==> src/hdl/power_mode_pkg.sv <==
// power_mode_pkg: constants, modes and carrier types of the power-mode
// controller; assumes a 40 MHz system clock and a plain register port.
`default_nettype none
package power_mode_pkg;

  localparam int unsigned CLK_HZ       = 40_000_000;
  localparam int unsigned WAKE_TIME_NS = 3_000;
  // longest time, so round down
  localparam int unsigned WAKE_CYCLES  =
    (WAKE_TIME_NS * (CLK_HZ / 1_000_000)) / 1_000;

  localparam int unsigned ADDR_W = 4;
  localparam logic [3:0] OFF_CTRL       = 4'h0;
  localparam logic [3:0] OFF_SYS_DIV    = 4'h1;
  localparam logic [3:0] OFF_PER_DIV    = 4'h2;
  localparam logic [3:0] OFF_SYS_GATES  = 4'h3;
  localparam logic [3:0] OFF_PER_GATES  = 4'h4;
  localparam logic [3:0] OFF_RESET_CMD  = 4'h5;
  localparam logic [3:0] OFF_STATUS     = 4'h6;
  localparam logic [3:0] OFF_IRQ_STAT   = 4'h7;
  localparam logic [3:0] OFF_IRQ_MASK   = 4'h8;

  localparam int unsigned CTRL_DEEP     = 0;
  localparam int unsigned CTRL_ON_RET   = 1;
  localparam int unsigned CTRL_WAKE_IFO = 2;
  localparam int unsigned CTRL_SLOW_EN  = 3;
  localparam int unsigned CTRL_EXT_SRC  = 4;
  localparam logic [4:0]  CTRL_RESET    = 5'h08;

  localparam int unsigned CMD_CORE_RST  = 0;
  localparam int unsigned CMD_CHIP_RST  = 1;

  localparam int unsigned EV_SLEEP      = 0;
  localparam int unsigned EV_DEEP       = 1;
  localparam int unsigned EV_WAKE       = 2;
  localparam int unsigned EV_IGNORED    = 3;
  localparam int unsigned EV_W          = 4;

  localparam logic [7:0]  DIV_RESET     = 8'h00;
  localparam logic [15:0] GATES_RESET   = 16'hFFFF;

  typedef enum logic [1:0] {
    MODE_ACTIVE = 2'b00,
    MODE_SLEEP  = 2'b01,
    MODE_DEEP   = 2'b11,
    MODE_WAKE   = 2'b10
  } mode_t;

  typedef struct packed {
    logic ext_pin_n;
    logic low_supply_detector;
    logic independent_watchdog;
    logic window_watchdog;
    logic sw_system_reset;
    logic core_stall_fault;
  } reset_src_t;

  typedef struct packed {
    logic core_clk_en;
    logic periph_clk_en;
    logic fast_clk_en;
    logic slow_clk_en;
    logic fast_src_ext;
  } clk_ctrl_t;

endpackage
`default_nettype wire

==> src/hdl/power_mode_reset_gating.sv <==
// power_mode_reset_gating: power-mode sequencer, reset filtering per mode,
// bus clock dividers and per-peripheral clock gates.
// assumes all inputs synchronous to clk_i and a core that pulses its
// low-power request and handler-return strobes for one cycle.
//
// Summary of operation
// - active mode keeps core and peripheral clocks running
// - sleep stops the core clock, peripherals stay clocked
// - deep sleep stops the core clock and the fast clock
// - low-power entry only from active mode on a core request
// - an interrupt returns any low-power mode to active
// - after reset and after wake the mode is active
// - low external reset pin resets in every mode
// - low supply detector reset honoured in every mode
// - register core reset acts only in active mode
// - window watchdog reset honoured in active and sleep, not deep
// - power-on, independent watchdog always; software, stall, chip reset active only
// - programmable dividers for system and peripheral bus clocks
// - per-peripheral clock gates on both bus clocks
// - wake back to active takes about three microseconds
// - request enters deep sleep when deep select is 1, else sleep
// - sleep-on-return enters selected mode after lowest handler returns
// - deep entry stops fast clock, slow clock keeps its state
// - wake from deep with wake select 1 resumes on internal fast oscillator, else prior clock
`default_nettype none
module power_mode_reset_gating #(
  parameter int unsigned GATES_W     = 16,
  parameter int unsigned DIV_W       = 8,
  parameter int unsigned WAKE_CYCLES = power_mode_pkg::WAKE_CYCLES
) (
  // clock, reset, enable
  input  wire logic                       clk_i,
  input  wire logic                       rst_i,
  input  wire logic                       clk_en_i,
  // register port
  input  wire logic [power_mode_pkg::ADDR_W-1:0] addr_i,
  input  wire logic [31:0]                wdata_i,
  input  wire logic                       wr_i,
  input  wire logic                       rd_i,
  output logic      [31:0]                rdata_o,
  // core side
  input  wire logic                       low_power_req_i,
  input  wire logic                       handler_return_i,
  input  wire logic                       irq_pending_i,
  // reset sources
  input  wire power_mode_pkg::reset_src_t reset_src_i,
  // clock tree and reset outputs
  output power_mode_pkg::clk_ctrl_t       clk_ctrl_o,
  output power_mode_pkg::mode_t           mode_o,
  output logic                            sys_clk_tick_o,
  output logic                            per_clk_tick_o,
  output logic      [GATES_W-1:0]         system_clock_gates_o,
  output logic      [GATES_W-1:0]         peripheral_clock_gates_o,
  output logic                            core_reset_o,
  output logic                            chip_reset_o,
  // interrupt
  output logic                            irq_o
);

  localparam int unsigned WCNT_W = $clog2(WAKE_CYCLES + 1);

  // divider tick: counter reaching the programmed value
  function automatic logic div_hit(input logic [DIV_W-1:0] cnt,
                                   input logic [DIV_W-1:0] div);
    div_hit = (cnt == div);
  endfunction

  function automatic logic [DIV_W-1:0] div_step(
    input logic [DIV_W-1:0] cnt, input logic [DIV_W-1:0] div);
    div_step = div_hit(cnt, div) ? '0 : cnt + 1'b1;
  endfunction

  power_mode_pkg::mode_t mode_reg;
  power_mode_pkg::mode_t mode_next;
  logic [4:0]         ctrl_reg;
  logic [DIV_W-1:0]   sys_div_reg;
  logic [DIV_W-1:0]   per_div_reg;
  logic [DIV_W-1:0]   sys_cnt_reg;
  logic [DIV_W-1:0]   per_cnt_reg;
  logic [GATES_W-1:0] sys_gates_reg;
  logic [GATES_W-1:0] per_gates_reg;
  logic [WCNT_W-1:0]  wake_cnt_reg;
  logic [power_mode_pkg::EV_W-1:0] irq_stat_reg;
  logic [power_mode_pkg::EV_W-1:0] irq_mask_reg;
  logic [31:0]        rdata_reg;
  logic               core_rst_reg;
  logic               chip_rst_reg;
  logic               ext_src_reg;

  // register decode
  wire sel_ctrl  = addr_i == power_mode_pkg::OFF_CTRL;
  wire sel_sdiv  = addr_i == power_mode_pkg::OFF_SYS_DIV;
  wire sel_pdiv  = addr_i == power_mode_pkg::OFF_PER_DIV;
  wire sel_sgate = addr_i == power_mode_pkg::OFF_SYS_GATES;
  wire sel_pgate = addr_i == power_mode_pkg::OFF_PER_GATES;
  wire sel_cmd   = addr_i == power_mode_pkg::OFF_RESET_CMD;
  wire sel_stat  = addr_i == power_mode_pkg::OFF_STATUS;
  wire sel_istat = addr_i == power_mode_pkg::OFF_IRQ_STAT;
  wire sel_imask = addr_i == power_mode_pkg::OFF_IRQ_MASK;

  wire wr_cmd    = wr_i && sel_cmd;
  wire is_active = mode_reg == power_mode_pkg::MODE_ACTIVE;
  wire is_sleep  = mode_reg == power_mode_pkg::MODE_SLEEP;
  wire is_deep   = mode_reg == power_mode_pkg::MODE_DEEP;
  wire is_low    = is_sleep || is_deep;

  // core requests: immediate, or on return from the lowest handler
  wire enter_req = low_power_req_i ||
                   (handler_return_i &&
                    ctrl_reg[power_mode_pkg::CTRL_ON_RET]);
  wire enter_ok  = is_active && enter_req;
  wire to_deep   = ctrl_reg[power_mode_pkg::CTRL_DEEP];
  wire wake_done = wake_cnt_reg == WCNT_W'(WAKE_CYCLES - 1);

  // reset qualification per mode
  wire rst_always = !reset_src_i.ext_pin_n ||
                    reset_src_i.low_supply_detector ||
                    reset_src_i.independent_watchdog;
  wire rst_window_watchdog   = reset_src_i.window_watchdog && !is_deep;
  wire rst_active = is_active &&
                    (reset_src_i.sw_system_reset ||
                     reset_src_i.core_stall_fault ||
                     (wr_cmd &&
                      wdata_i[power_mode_pkg::CMD_CHIP_RST]));
  wire core_rst_req = is_active && wr_cmd &&
                      wdata_i[power_mode_pkg::CMD_CORE_RST];
  wire cmd_ignored  = !is_active && wr_cmd &&
                      (wdata_i[power_mode_pkg::CMD_CORE_RST] ||
                       wdata_i[power_mode_pkg::CMD_CHIP_RST]);
  wire chip_rst_req = rst_always || rst_window_watchdog || rst_active;
  wire ignored_ev   = cmd_ignored ||
                      (is_low && (reset_src_i.sw_system_reset ||
                                  reset_src_i.core_stall_fault)) ||
                      (is_deep && reset_src_i.window_watchdog);

  // hardware events for the interrupt status
  wire [power_mode_pkg::EV_W-1:0] ev;
  assign ev[power_mode_pkg::EV_SLEEP]   = enter_ok && !to_deep;
  assign ev[power_mode_pkg::EV_DEEP]    = enter_ok && to_deep;
  assign ev[power_mode_pkg::EV_WAKE]    =
    (mode_reg == power_mode_pkg::MODE_WAKE) && wake_done;
  assign ev[power_mode_pkg::EV_IGNORED] = ignored_ev;

  // mode sequencing
  always_comb
  begin
    mode_next = mode_reg;
    case (mode_reg)
      power_mode_pkg::MODE_ACTIVE:
      begin
        if (enter_ok)
          mode_next = to_deep ? power_mode_pkg::MODE_DEEP
                              : power_mode_pkg::MODE_SLEEP;
      end
      power_mode_pkg::MODE_SLEEP,
      power_mode_pkg::MODE_DEEP:
      begin
        if (irq_pending_i)
          mode_next = power_mode_pkg::MODE_WAKE;
      end
      power_mode_pkg::MODE_WAKE:
      begin
        if (wake_done)
          mode_next = power_mode_pkg::MODE_ACTIVE;
      end
      default:
        mode_next = power_mode_pkg::MODE_ACTIVE;
    endcase
  end

  always_ff @(posedge clk_i)
  begin
    if (rst_i)
      mode_reg <= power_mode_pkg::MODE_ACTIVE;
    else if (clk_en_i)
      mode_reg <= mode_next;
  end

  // wake delay counter
  always_ff @(posedge clk_i)
  begin
    if (rst_i)
      wake_cnt_reg <= '0;
    else if (clk_en_i)
      wake_cnt_reg <= (mode_reg == power_mode_pkg::MODE_WAKE)
                      ? wake_cnt_reg + 1'b1 : '0;
  end

  // clock source: wake may force the internal fast oscillator
  always_ff @(posedge clk_i)
  begin
    if (rst_i)
      ext_src_reg <= 1'b0;
    else if (clk_en_i)
    begin
      if (is_deep && irq_pending_i &&
          ctrl_reg[power_mode_pkg::CTRL_WAKE_IFO])
        ext_src_reg <= 1'b0;
      else if (wr_i && sel_ctrl)
        ext_src_reg <= wdata_i[power_mode_pkg::CTRL_EXT_SRC];
    end
  end

  // mode control and interrupt mask
  always_ff @(posedge clk_i)
  begin
    if (rst_i)
    begin
      ctrl_reg     <= power_mode_pkg::CTRL_RESET;
      irq_mask_reg <= '0;
    end
    else if (clk_en_i && wr_i)
    begin
      if (sel_ctrl)
        ctrl_reg <= wdata_i[4:0];
      if (sel_imask)
        irq_mask_reg <= wdata_i[power_mode_pkg::EV_W-1:0];
    end
  end

  // bus clock divider settings
  always_ff @(posedge clk_i)
  begin
    if (rst_i)
    begin
      sys_div_reg <= DIV_W'(power_mode_pkg::DIV_RESET);
      per_div_reg <= DIV_W'(power_mode_pkg::DIV_RESET);
    end
    else if (clk_en_i && wr_i)
    begin
      if (sel_sdiv)
        sys_div_reg <= wdata_i[DIV_W-1:0];
      if (sel_pdiv)
        per_div_reg <= wdata_i[DIV_W-1:0];
    end
  end

  // per-peripheral clock gates
  always_ff @(posedge clk_i)
  begin
    if (rst_i)
    begin
      sys_gates_reg <= GATES_W'(power_mode_pkg::GATES_RESET);
      per_gates_reg <= GATES_W'(power_mode_pkg::GATES_RESET);
    end
    else if (clk_en_i && wr_i)
    begin
      if (sel_sgate)
        sys_gates_reg <= wdata_i[GATES_W-1:0];
      if (sel_pgate)
        per_gates_reg <= wdata_i[GATES_W-1:0];
    end
  end

  // sticky status: set wins over write-one-to-clear
  always_ff @(posedge clk_i)
  begin
    if (rst_i)
      irq_stat_reg <= '0;
    else if (clk_en_i)
      irq_stat_reg <= (irq_stat_reg &
                       ~((wr_i && sel_istat)
                         ? wdata_i[power_mode_pkg::EV_W-1:0] : '0)) | ev;
  end

  // bus clock dividers, held while the peripheral clock is off
  always_ff @(posedge clk_i)
  begin
    if (rst_i)
    begin
      sys_cnt_reg <= '0;
      per_cnt_reg <= '0;
    end
    else if (clk_en_i && !is_deep)
    begin
      sys_cnt_reg <= div_step(sys_cnt_reg, sys_div_reg);
      per_cnt_reg <= div_step(per_cnt_reg, per_div_reg);
    end
  end

  // reset pulses
  always_ff @(posedge clk_i)
  begin
    if (rst_i)
    begin
      core_rst_reg <= 1'b0;
      chip_rst_reg <= 1'b0;
    end
    else if (clk_en_i)
    begin
      core_rst_reg <= core_rst_req;
      chip_rst_reg <= chip_rst_req;
    end
  end

  // read data one cycle after the strobe
  wire [31:0] status_word = {27'h0, ext_src_reg, 1'b0,
                             mode_reg == power_mode_pkg::MODE_WAKE,
                             mode_reg};
  wire [31:0] rd_mux =
    sel_ctrl  ? {27'h0, ctrl_reg[4:1], ctrl_reg[0]} :
    sel_sdiv  ? 32'(sys_div_reg) :
    sel_pdiv  ? 32'(per_div_reg) :
    sel_sgate ? 32'(sys_gates_reg) :
    sel_pgate ? 32'(per_gates_reg) :
    sel_stat  ? status_word :
    sel_istat ? 32'(irq_stat_reg) :
    sel_imask ? 32'(irq_mask_reg) : 32'h0000_0000;

  always_ff @(posedge clk_i)
  begin
    if (rst_i)
      rdata_reg <= 32'h0000_0000;
    else if (clk_en_i)
      rdata_reg <= rd_i ? rd_mux : 32'h0000_0000;
  end

  // clock gating from the mode
  wire run_periph = !is_deep;
  assign clk_ctrl_o.core_clk_en   = is_active;
  assign clk_ctrl_o.periph_clk_en = run_periph;
  assign clk_ctrl_o.fast_clk_en   = !is_deep;
  assign clk_ctrl_o.slow_clk_en   =
    ctrl_reg[power_mode_pkg::CTRL_SLOW_EN];
  assign clk_ctrl_o.fast_src_ext  = ext_src_reg;
  assign mode_o                   = mode_reg;

  assign sys_clk_tick_o = run_periph &&
                          div_hit(sys_cnt_reg, sys_div_reg);
  assign per_clk_tick_o = run_periph &&
                          div_hit(per_cnt_reg, per_div_reg);
  assign system_clock_gates_o     =
    run_periph ? sys_gates_reg : '0;
  assign peripheral_clock_gates_o =
    run_periph ? per_gates_reg : '0;

  assign core_reset_o = core_rst_reg;
  assign chip_reset_o = chip_rst_reg;
  assign rdata_o      = rdata_reg;
  assign irq_o        = |(irq_stat_reg & irq_mask_reg);

endmodule
`default_nettype wire

==> config.mk <==
export PLATFORM = sky130hd
export DESIGN_NAME = power_mode_reset_gating
export DESIGN_NICKNAME = d
export VERILOG_FILES = /design/src/hdl/power_mode_pkg.sv /design/src/hdl/power_mode_reset_gating.sv
export SDC_FILE = /design/constraint.sdc
export NUM_CORES = 1
export LEC_CHECK = 0
export ABC_AREA = 1
export BUFFER_PORTS_ARGS = -buffer_cell sky130_fd_sc_hd__buf_4
export CAP_MARGIN = 15
export CORE_AREA = 2 2 105 107
export CTS_CLUSTER_SIZE = 12
export DETAILED_ROUTE_END_ITERATION = 8
export DIE_AREA = 0 0 107 109
export PLACE_DENSITY = 0.79
export SYNTH_ARGS = -nofsm -noshare
export SYNTH_HDL_FRONTEND = slang
export SYNTH_SLANG_ARGS = --single-unit
export TNS_END_PERCENT = 50
==> constraint.sdc <==
create_clock -name clk_i -period 2.7 [get_ports clk_i]
set_clock_uncertainty 0.2 [all_clocks]
set_input_delay 0.405 -clock clk_i [delete_from_list [all_inputs] [get_ports clk_i]]
set_output_delay 0.405 -clock clk_i [all_outputs]
set_load 0.02 [all_outputs]
# [After elaboration in Yosys (flattened, before gate mapping)]
# Index checks and enable logic that the tools add are counted.
[word_totals] ff_bits=121 latchBits=0 ram_bits=0 mem_bits_ro=0 out_inout_bits=76 word_cells=112 memories=0
[classes] n_addsub=3 n_mul=0 div_mod_pow=0 magnitude_cmp=0 eq_ne=17 n_shift=0 n_mux=22 bitwise=4 n_reduce_logical=51
[ops] op="2-to-1 mux 16 bit" count=8
[ops] op="logical AND 1 bit" count=23
[ops] op="adder 8 x 1 -> 8 bit, second input constant" count=2
[ops] op="equality test 4 x 3 -> 1 bit, second input constant" count=4
[ops] op="equality test 8 bit" count=2
[ops] op="2-to-1 mux 8 bit" count=2
[ops] op="AND reduction 2 bit" count=7
[ops] op="2-to-1 mux 4 bit" count=3
[ops] op="logical OR 1 bit" count=11
[ops] op="bitwise AND 4 bit" count=2
[ops] op="equality test 4 x 2 -> 1 bit, second input constant" count=2
[ops] op="2-to-1 mux 2 bit" count=4
[ops] op="adder 7 x 1 -> 7 bit, second input constant" count=1
[ops] op="equality test 7 bit, second input constant" count=1
[ops] op="2-to-1 mux 7 bit" count=1
[ops] op="one-hot mux 2 bit (3 select lines)" count=1
[ops] op="2-to-1 mux 5 bit" count=1
[ops] op="equality test 2 bit, second input constant" count=2
[ops] op="equality test 4 x 1 -> 1 bit, second input constant" count=1
[ops] op="equality test 4 bit, second input constant" count=1
[ops] op="logical NOT 1 bit" count=4
[ops] op="logical NOT 4 bit" count=1
[ops] op="!= test 2 bit, second input constant" count=2
[ops] op="NOT 4 bit" count=1
[ops] op="9 further kinds" count=10

# [Logic depth before layout (Yosys ltp)]
# Gate-level depths: netlist (run 1).
[logic_depth] word_depth=10 ltp_mapped=11 depth_no_buf=11

# [Worst setup path before layout (run 1)]
# Ideal clock, no wire load.
[synth_timing] path_kind="reg-to-output" start="reg mode_reg[0], in the netlist mode_o[0]" end="out peripheral_clock_gates_o[0]" arrival_ps=1284 required_ps=2095 slack_ps=811 stages_incl_launch_ff=5 n_path_buf=1 cell_sequence="dfxtp_1 nand2_2 clkinv_1 clkbuf_1 nor2_1"
[synth_via] elab_chain_cells=2
[synth_rtl] item="start, declared" line="power_mode_reset_gating.sv:73" rtl="power_mode_pkg::mode_t mode_reg;"
[synth_rtl] item="start signal, assigned" line="power_mode_reset_gating.sv:174" rtl="mode_reg <= power_mode_pkg::MODE_ACTIVE;"
[synth_rtl] item="start signal, assigned" line="power_mode_reset_gating.sv:176" rtl="mode_reg <= mode_next;"
[synth_rtl] item="equality test 2 bit" line="power_mode_reset_gating.sv:104" rtl="wire is_deep = mode_reg == power_mode_pkg::MODE_DEEP;"
[synth_rtl] item="2-to-1 mux 16 bit" line="power_mode_reset_gating.sv:335" rtl="run_periph ? per_gates_reg : '0;"
[synth_rtl] item="end, declared" line="power_mode_reset_gating.sv:53" rtl="output logic [GATES_W-1:0] peripheral_clock_gates_o,"
# Every way passes these cells.

# [Final worst setup path (run 1)]
[layout_timing] start="reg mode_reg[1], in the netlist mode_o[1]" end="out system_clock_gates_o[0]"
[layout_via] elab_chain_cells=2
[layout_rtl] item="equality test 2 bit" line="power_mode_reset_gating.sv:104"
[layout_rtl] item="2-to-1 mux 16 bit" line="power_mode_reset_gating.sv:333" rtl="run_periph ? sys_gates_reg : '0;"
[layout_rtl] item="end, declared" line="power_mode_reset_gating.sv:52" rtl="output logic [GATES_W-1:0] system_clock_gates_o,"
# Every way passes these cells.

==> reports/metrics.cfg, run 1 <==
[run_status]
outcome=complete, no violations

[timing]
timing_hold_violations_final=0
rsz0062_at_grt=false
setup_violations=0
min_period_over_period_pct=87.9
finalMaxSlewViolations=0
worst-slew-pin-transition_ns=0.685
slew_headroom_pct=54.4
min_period_ns=2.37
tns_ns=0
fmax_ghz=0.421

[layout]
antenna_cells=0
drive_above_1_share_pct=17.6
nFillCells=1022
finalNonFillerCells=956
finalNetCount=864
syn2layout_area_growth_pct=17.9
final_cell_mix=nand2_1, dfxtp_1, a21oi_1, buf_4
multi_input_area_mm2=0.00247
register_area_mm2=0.00210
final_common_cell=nand2_1

[floorplan]
die_width_um=107
initial_core_util_pct=48.2
core_area_mm2=0.0106
ios=126
dieArea_mm2=0.0117
num_rows=38
die_h_um=109

[drt]
drcViolationCount=0
drt-total-wl_mm=13.3
drt_iter0_drc=362
vias_per_cell=5.16
ant_nets=0
vias=4937
wire_per_inst_um=13.9
drt_pre_antenna_iters=6

[synth]
synthMuxAreaShare_pct=0
syn_area_mm2=0.00511
yosys.area_share.simple_pct=23.0
ys_warn_count=0
yosys.area_share.xor_xnor_pct=2.91
synth_compound_gate_area_share_pct=20.5
synthCells=732
synth_top_family_by_area=simple AND/OR/NAND/NOR gates
syn_area_per_cell_um2=6.99
synth_seq_cells=105
ys.flop_type=dfxtp_1
synth_edf_count=0
async_flop_share_pct=0
synth_cell_types=36
yosysSeqAreaShare_pct=41.1
synth_fa_ha_area_share_pct=0.734

[clocking]
cts_made_buffers=9
post_cts_resize_count=0
clock_latency_ns=0.38
cts_buffer_depth=2
htreeDepth=3
cts_setup_buffers=0
holdBufCountCts=0
cts_tree=yes
cts.sinks=105
path_clk_slew_ns=0.11
cts_root_buf=clkbuf_8

[global_routing]
grt_use_total_pct=22.9
grt_pass1_vias=4389
grt_max_degree=64
grt_pass1_wl_mm=21.3
grt_overflow=0
antenna_found_initial=0

[pwr]
peakVddDrop_mv=0.263
p_leak_nw=2.76
pwr_density_cell_mw_per_mm2=515
total_power_mw=3.10

[critical_path]
cp-end-kind=primary output
worstPathRequired_ns=2.10
start_kind=register
cp.arrival_ns=1.77
critPathMaxFanout=34
reg2reg_slack_ns=0.80
crit_type=register to primary output

[flow_run]
drv_cap=0

[place]
placed_cells=940
hpwl_mm=9.52
buffer_ports.inserted=93
finalWeightedCongestion=0.855

[worst_hold_path]
hold_path.class=primary input to register

## cells in the mapped netlist (6+ instances only)
master / number / area, um^2
inv_1: 78 / 293
dfxtp_1: 105 / 2100
o21ai_0: 73 / 365
clkbuf_1: 14 / 52.6
nor2_1: 78 / 293
inv_2: 8 / 30.0
o22ai_1: 11 / 68.8
nand2_1: 127 / 477
nand3_1: 34 / 170
buf_2: 9 / 45.0
nor2_2: 6 / 37.5
xor2_1: 12 / 105
a21oi_1: 103 / 515
nand4_1: 7 / 43.8
buf_4: 23 / 173
## final timing paths
check / endpoint / depth (start not counted) / startpoint
setup / recovery: system_clock_gates_o[0] / 5 / mode_o[1]
hold reg to reg: irq_mask_reg[2] / 2 / irq_mask_reg[2]
setup reg to reg: ext_src_reg / 6 / mode_o[1]
hold / removal: per_gates_reg[10] / 3 / wdata_i[10]
## report_power, final
part           internal [mW]  switching [mW]  total [mW]
sequential              1.58          0.0230        1.60
clock                  0.450           0.592        1.04
combinational          0.160           0.302       0.462
total                   2.19           0.917        3.10
## stage by stage
stage	area [um^2]	setup WS (ns)	util [%]	hold WS, ns
4_1_cts	6030	0.306	56.9	0.0367
3_5_place_dp	5820	0.614	54.9	0.254
5_1_grt	6030	0.178	56.9	0.0395
3_3_place_gp	5820	0.644	54.9	0.250
6_report	6030	0.325	56.9	0.0424
2_1_floorplan	5170	0.811	-	0.237
## cell type report
| cell class | instances | area share (%) |
|---|---|---|
| well taps | 140 | 2.90 |
| clock buffers | 9 | 2.05 |
| multi-input cells | 508 | 40.9 |
| clock inverters | 7 | 1.41 |
| repair buffers | 100 | 12.4 |
| inverters | 87 | 5.41 |
| flip-flops and latches | 105 | 34.9 |
## worst max-delay path, stage by stage (launching register included)
cell	delay (ns)
dfxtp_1	0.46
nand2_2	0.18
clkinv_1	0.12
buf_4	0.35
nor2_1	0.09
buf_4	0.17
## layer usage
layer | track usage (%) | up-vias | routed length, um
li1 | - | 2506 | -
met1 | 29.5 | 2246 | 5890
met2 | 38.3 | 172 | 6120
met3 | 6.28 | 13 | 1100
met4 | 5.57 | 0 | 143
met5 | 0 | - | 0
## kinds of logic (layout without fill, tap and decap cells)
| family | after synthesis | count (layout) |
|---|---|---|
| simple gates | 271 | 271 |
| compound gates | 201 | 201 |
| buf+inv | 134 | 203 |
| flops | 105 | 105 |
| xor+xnor | 17 | 17 |
| fa+ha+maj | 3 | 3 |
| other cells | 1 | 16 |
Note: power is estimated with default switching activity, not from simulation.
==> run 2: changes to the inputs <==
--- a/config.mk
+++ b/config.mk
@@ -5,13 +5,13 @@
 export SDC_FILE = /design/constraint.sdc
 export NUM_CORES = 1
 export LEC_CHECK = 0
-export ABC_AREA = 1
+export ABC_CLOCK_PERIOD_IN_PS = 2700
 export BUFFER_PORTS_ARGS = -buffer_cell sky130_fd_sc_hd__buf_4
 export CAP_MARGIN = 15
-export CORE_AREA = 2 2 105 107
+export CORE_AREA = 2 2 108 110
 export CTS_CLUSTER_SIZE = 12
 export DETAILED_ROUTE_END_ITERATION = 8
-export DIE_AREA = 0 0 107 109
+export DIE_AREA = 0 0 110 112
 export PLACE_DENSITY = 0.79
 export SYNTH_ARGS = -nofsm -noshare
 export SYNTH_HDL_FRONTEND = slang
==> run 2 against run 1 <==
  * Cell count shrank 9.1%
  * Via count grew 2.8%
  * Register-to-register slack lost 0.25 ns
  * Sequential share of layout area shrank 2.2 points
  * Synthesized cell count shrank 10%
  * First-iteration DRC count shrank 5.5%
  * Critical path type unchanged
  * Largest cell class unchanged
==> reports/metrics.cfg, run 2 <==
[synth]
async_flop_share_pct=0  ; unchanged
synth_cell_types=66  ; was 36
yosysMostFrequentCell=dfxtp_1  ; was nand2_1
synth_compound_gate_area_share_pct=14.4  ; was 20.5%
synthTopCellsByArea=dfxtp_1, nand2_1, mux2i_1  ; was dfxtp_1, a21oi_1, nand2_1
yosysSeqAreaShare_pct=38.3  ; was 41.1%
synthCells=657  ; was 732
syn_area_per_cell_um2=8.35  ; was 6.99 um^2
ys.flop_type=dfxtp_1  ; unchanged
synthMuxAreaShare_pct=5.34  ; was 0%
ys_warn_count=0  ; unchanged
synth_top_cell_by_area=dfxtp_1  ; unchanged
synth_common_cells=dfxtp_1, nand2_1, nor2_1, nand3b_1, and2_1  ; was nand2_1, dfxtp_1, a21oi_1, inv_1, nor2_1
yosys.area_share.simple_pct=29.3  ; was 23.0%
syn_area_mm2=0.00549  ; was 0.00511 mm^2
synth_fa_ha_area_share_pct=0.684  ; was 0.734%
yosys.area_share.xor_xnor_pct=4.63  ; was 2.91%
synth_edf_count=0  ; unchanged
synth_top_family_by_area=simple AND/OR/NAND/NOR gates  ; unchanged
synth_seq_cells=105  ; unchanged
synth.top_cell.area_share_pct=38.3  ; was 41.1%

[layout]
antenna_cells=0  ; unchanged
final_common_cell=dfxtp_1  ; was nand2_1
finalNetCount=775  ; was 864
nFillCells=988  ; was 1,022
multi_input_area_mm2=0.00304  ; was 0.00247 mm^2
register_area_mm2=0.00210  ; unchanged
syn2layout_area_growth_pct=17.3  ; was 17.9%
final_cell_mix=dfxtp_1, buf_4, nand2_1, nor2_1, nand3b_1  ; was nand2_1, dfxtp_1, a21oi_1, buf_4
drive_above_1_share_pct=17.8  ; was 17.6%

[global_routing]
grt_pass1_vias=4947  ; was 4,389
grt_use_total_pct=25.3  ; was 22.9%
grt_pass1_wl_mm=24.5  ; was 21.3 mm
grt_max_degree=42  ; was 64
antenna_found_initial=0  ; unchanged
grt_overflow=0  ; unchanged

[drt]
vias_per_cell=5.84  ; was 5.16
drt_iter0_drc=342  ; was 362
wire_per_inst_um=17.7  ; was 13.9 um
vias=5076  ; was 4,937
drt_pre_antenna_iters=5  ; was 6
ant_nets=0  ; unchanged
drcViolationCount=0  ; unchanged
drt-total-wl_mm=15.4  ; was 13.3 mm

[timing]
tns_ns=0  ; unchanged
min_period_ns=2.33  ; was 2.37 ns
slew_headroom_pct=60.4  ; was 54.4%
worst_hold_slack_ns=0.0802  ; was 0.0424 ns
setup_ws_ns=0.371  ; was 0.325 ns
setup_violations=0  ; unchanged
timing_hold_violations_final=0  ; unchanged
min_period_over_period_pct=86.3  ; was 87.9%
worst-slew-pin-transition_ns=0.590  ; was 0.685 ns
finalMaxSlewViolations=0  ; unchanged
fmax_ghz=0.429  ; was 0.421 GHz
rsz0062_at_grt=false  ; unchanged

[pwr]
pwr-share-clk_pct=39.6  ; was 33.6%
pwr_density_cell_mw_per_mm2=518  ; was 515 mW/mm^2
combPwrFrac_pct=12.8  ; was 14.9%
p_switching_uw=841  ; was 917 uW
internal_power_mw=2.50  ; was 2.19 mW
peakVddDrop_mv=0.393  ; was 0.263 mV
sw_frac_of_total_pct=25.2  ; was 29.5%
seq_power_share_pct=47.6  ; was 51.5%
p_leak_nw=2.72  ; was 2.76 nW

[critical_path]
start_kind=register  ; unchanged
cp.arrival_ns=1.72  ; was 1.77 ns
reg2reg_slack_ns=0.55  ; was 0.80 ns
critPathMaxFanout=6  ; was 34
worstPathRequired_ns=2.10  ; about the same
cp-end-kind=primary output  ; unchanged
crit_type=register to primary output  ; unchanged
r2r_start=mode_o[0]  ; was mode_o[1]
crit_path_start=per_cnt_reg[2]  ; was mode_o[1]

[floorplan]
dieArea_mm2=0.0123  ; was 0.0117 mm^2
die_width_um=110  ; was 107 um
die_h_um=112  ; was 109 um
ios=126  ; unchanged
core_area_mm2=0.0112  ; was 0.0106 mm^2
num_rows=39  ; was 38
initial_core_util_pct=49.1  ; was 48.2%

[worst_hold_path]
holdCritStartpoint=wdata_i[12]  ; was wdata_i[10]
hold_path.class=primary input to register  ; unchanged

[clocking]
cts_root_buf=clkbuf_16  ; was clkbuf_8
cts_setup_buffers=0  ; unchanged
post_cts_resize_count=0  ; unchanged
cts_buffer_depth=2  ; unchanged
htreeDepth=3  ; unchanged
path_clk_slew_ns=0.07  ; was 0.11 ns
cts_tree=yes  ; unchanged
cts.sinks=105  ; unchanged
clock_latency_ns=0.35  ; was 0.38 ns
cts_made_buffers=9  ; unchanged
holdBufCountCts=0  ; unchanged

[flow_run]
drv_cap=0  ; unchanged

[place]
hpwl_mm=10.9  ; was 9.52 mm
buffer_ports.inserted=93  ; unchanged
finalWeightedCongestion=0.896  ; was 0.855
pre_cts_ws_ns=0.478  ; was 0.614 ns

[run_status]
outcome=complete, no violations  ; unchanged

## run 2: cell types whose count changed in the layout (fill, tap and decap cells not counted), moves of 33 or more
cell	delta
and2_1	+33
a21oi_1	-85
nand3b_1	+35
nand2_1	-33
inv_1	-70
o21ai_0	-56
## run 2: kinds of logic (layout without fill, tap and decap cells)
family / after synthesis / count (layout)
buf+inv: 74 / 128
simple gates: 305 / 305
flops: 105 / 105
fa+ha+maj: 3 / 3
compound gates: 111 / 111
xor+xnor: 29 / 29
other cells: 1 / 16
mux: 29 / 29
## run 2: path summary, 6_finish.rpt
kind / end / cells past startpoint
max: per_clk_tick_o / 4
min: sys_gates_reg[12] / 3
max reg2reg: sys_cnt_reg[3] / 5
min reg2reg: core_reset_o / 2
## run 2: metal layers
layer	track usage [%]	vias to the layer above	wire length (um)
met5	0	-	0
met4	12.2	0	512
met3	6.67	41	1290
met2	38.5	237	7050
met1	32.9	2411	6560
li1	-	2387	-
## run 2: power groups by stage
stage	registers, mW	clock network, mW	logic, mW
3_5_place_dp	1.62	0	0.419
3_3_place_gp	1.62	0	0.413
5_1_grt	1.59	1.40	0.457
4_1_cts	1.59	1.34	0.421
6_report	1.59	1.32	0.426
2_1_floorplan	1.63	0	0.279
## run 2: layout make-up
cell class | instances | share of cell area, %
Inverter | 9 | 0.525
Clock buffer | 12 | 3.99
Tap cell | 143 | 2.78
Clock inverter | 3 | 0.622
Timing Repair Buffer | 104 | 12.1
Multi-Input combinational cell | 493 | 47.3
Sequential cell | 105 | 32.7
## run 2: stage by stage
step           instances  power, mW  utilization, %  area (um^2)
4_1_cts              869       3.34            57.6         6440
5_1_grt              869       3.45            57.6         6440
2_1_floorplan        672       1.91               -         5540
6_report             869       3.34            57.6         6440
3_5_place_dp         854       2.04            54.9         6140
3_3_place_gp         854       2.03            54.9         6140
## run 2: worst max-delay path, cell delays in order (launching register included)
cell and delay, ns:
dfxtp_1 0.47, xnor2_1 0.16, nand4_1 0.20, nor4_1 0.33
buf_4 0.22
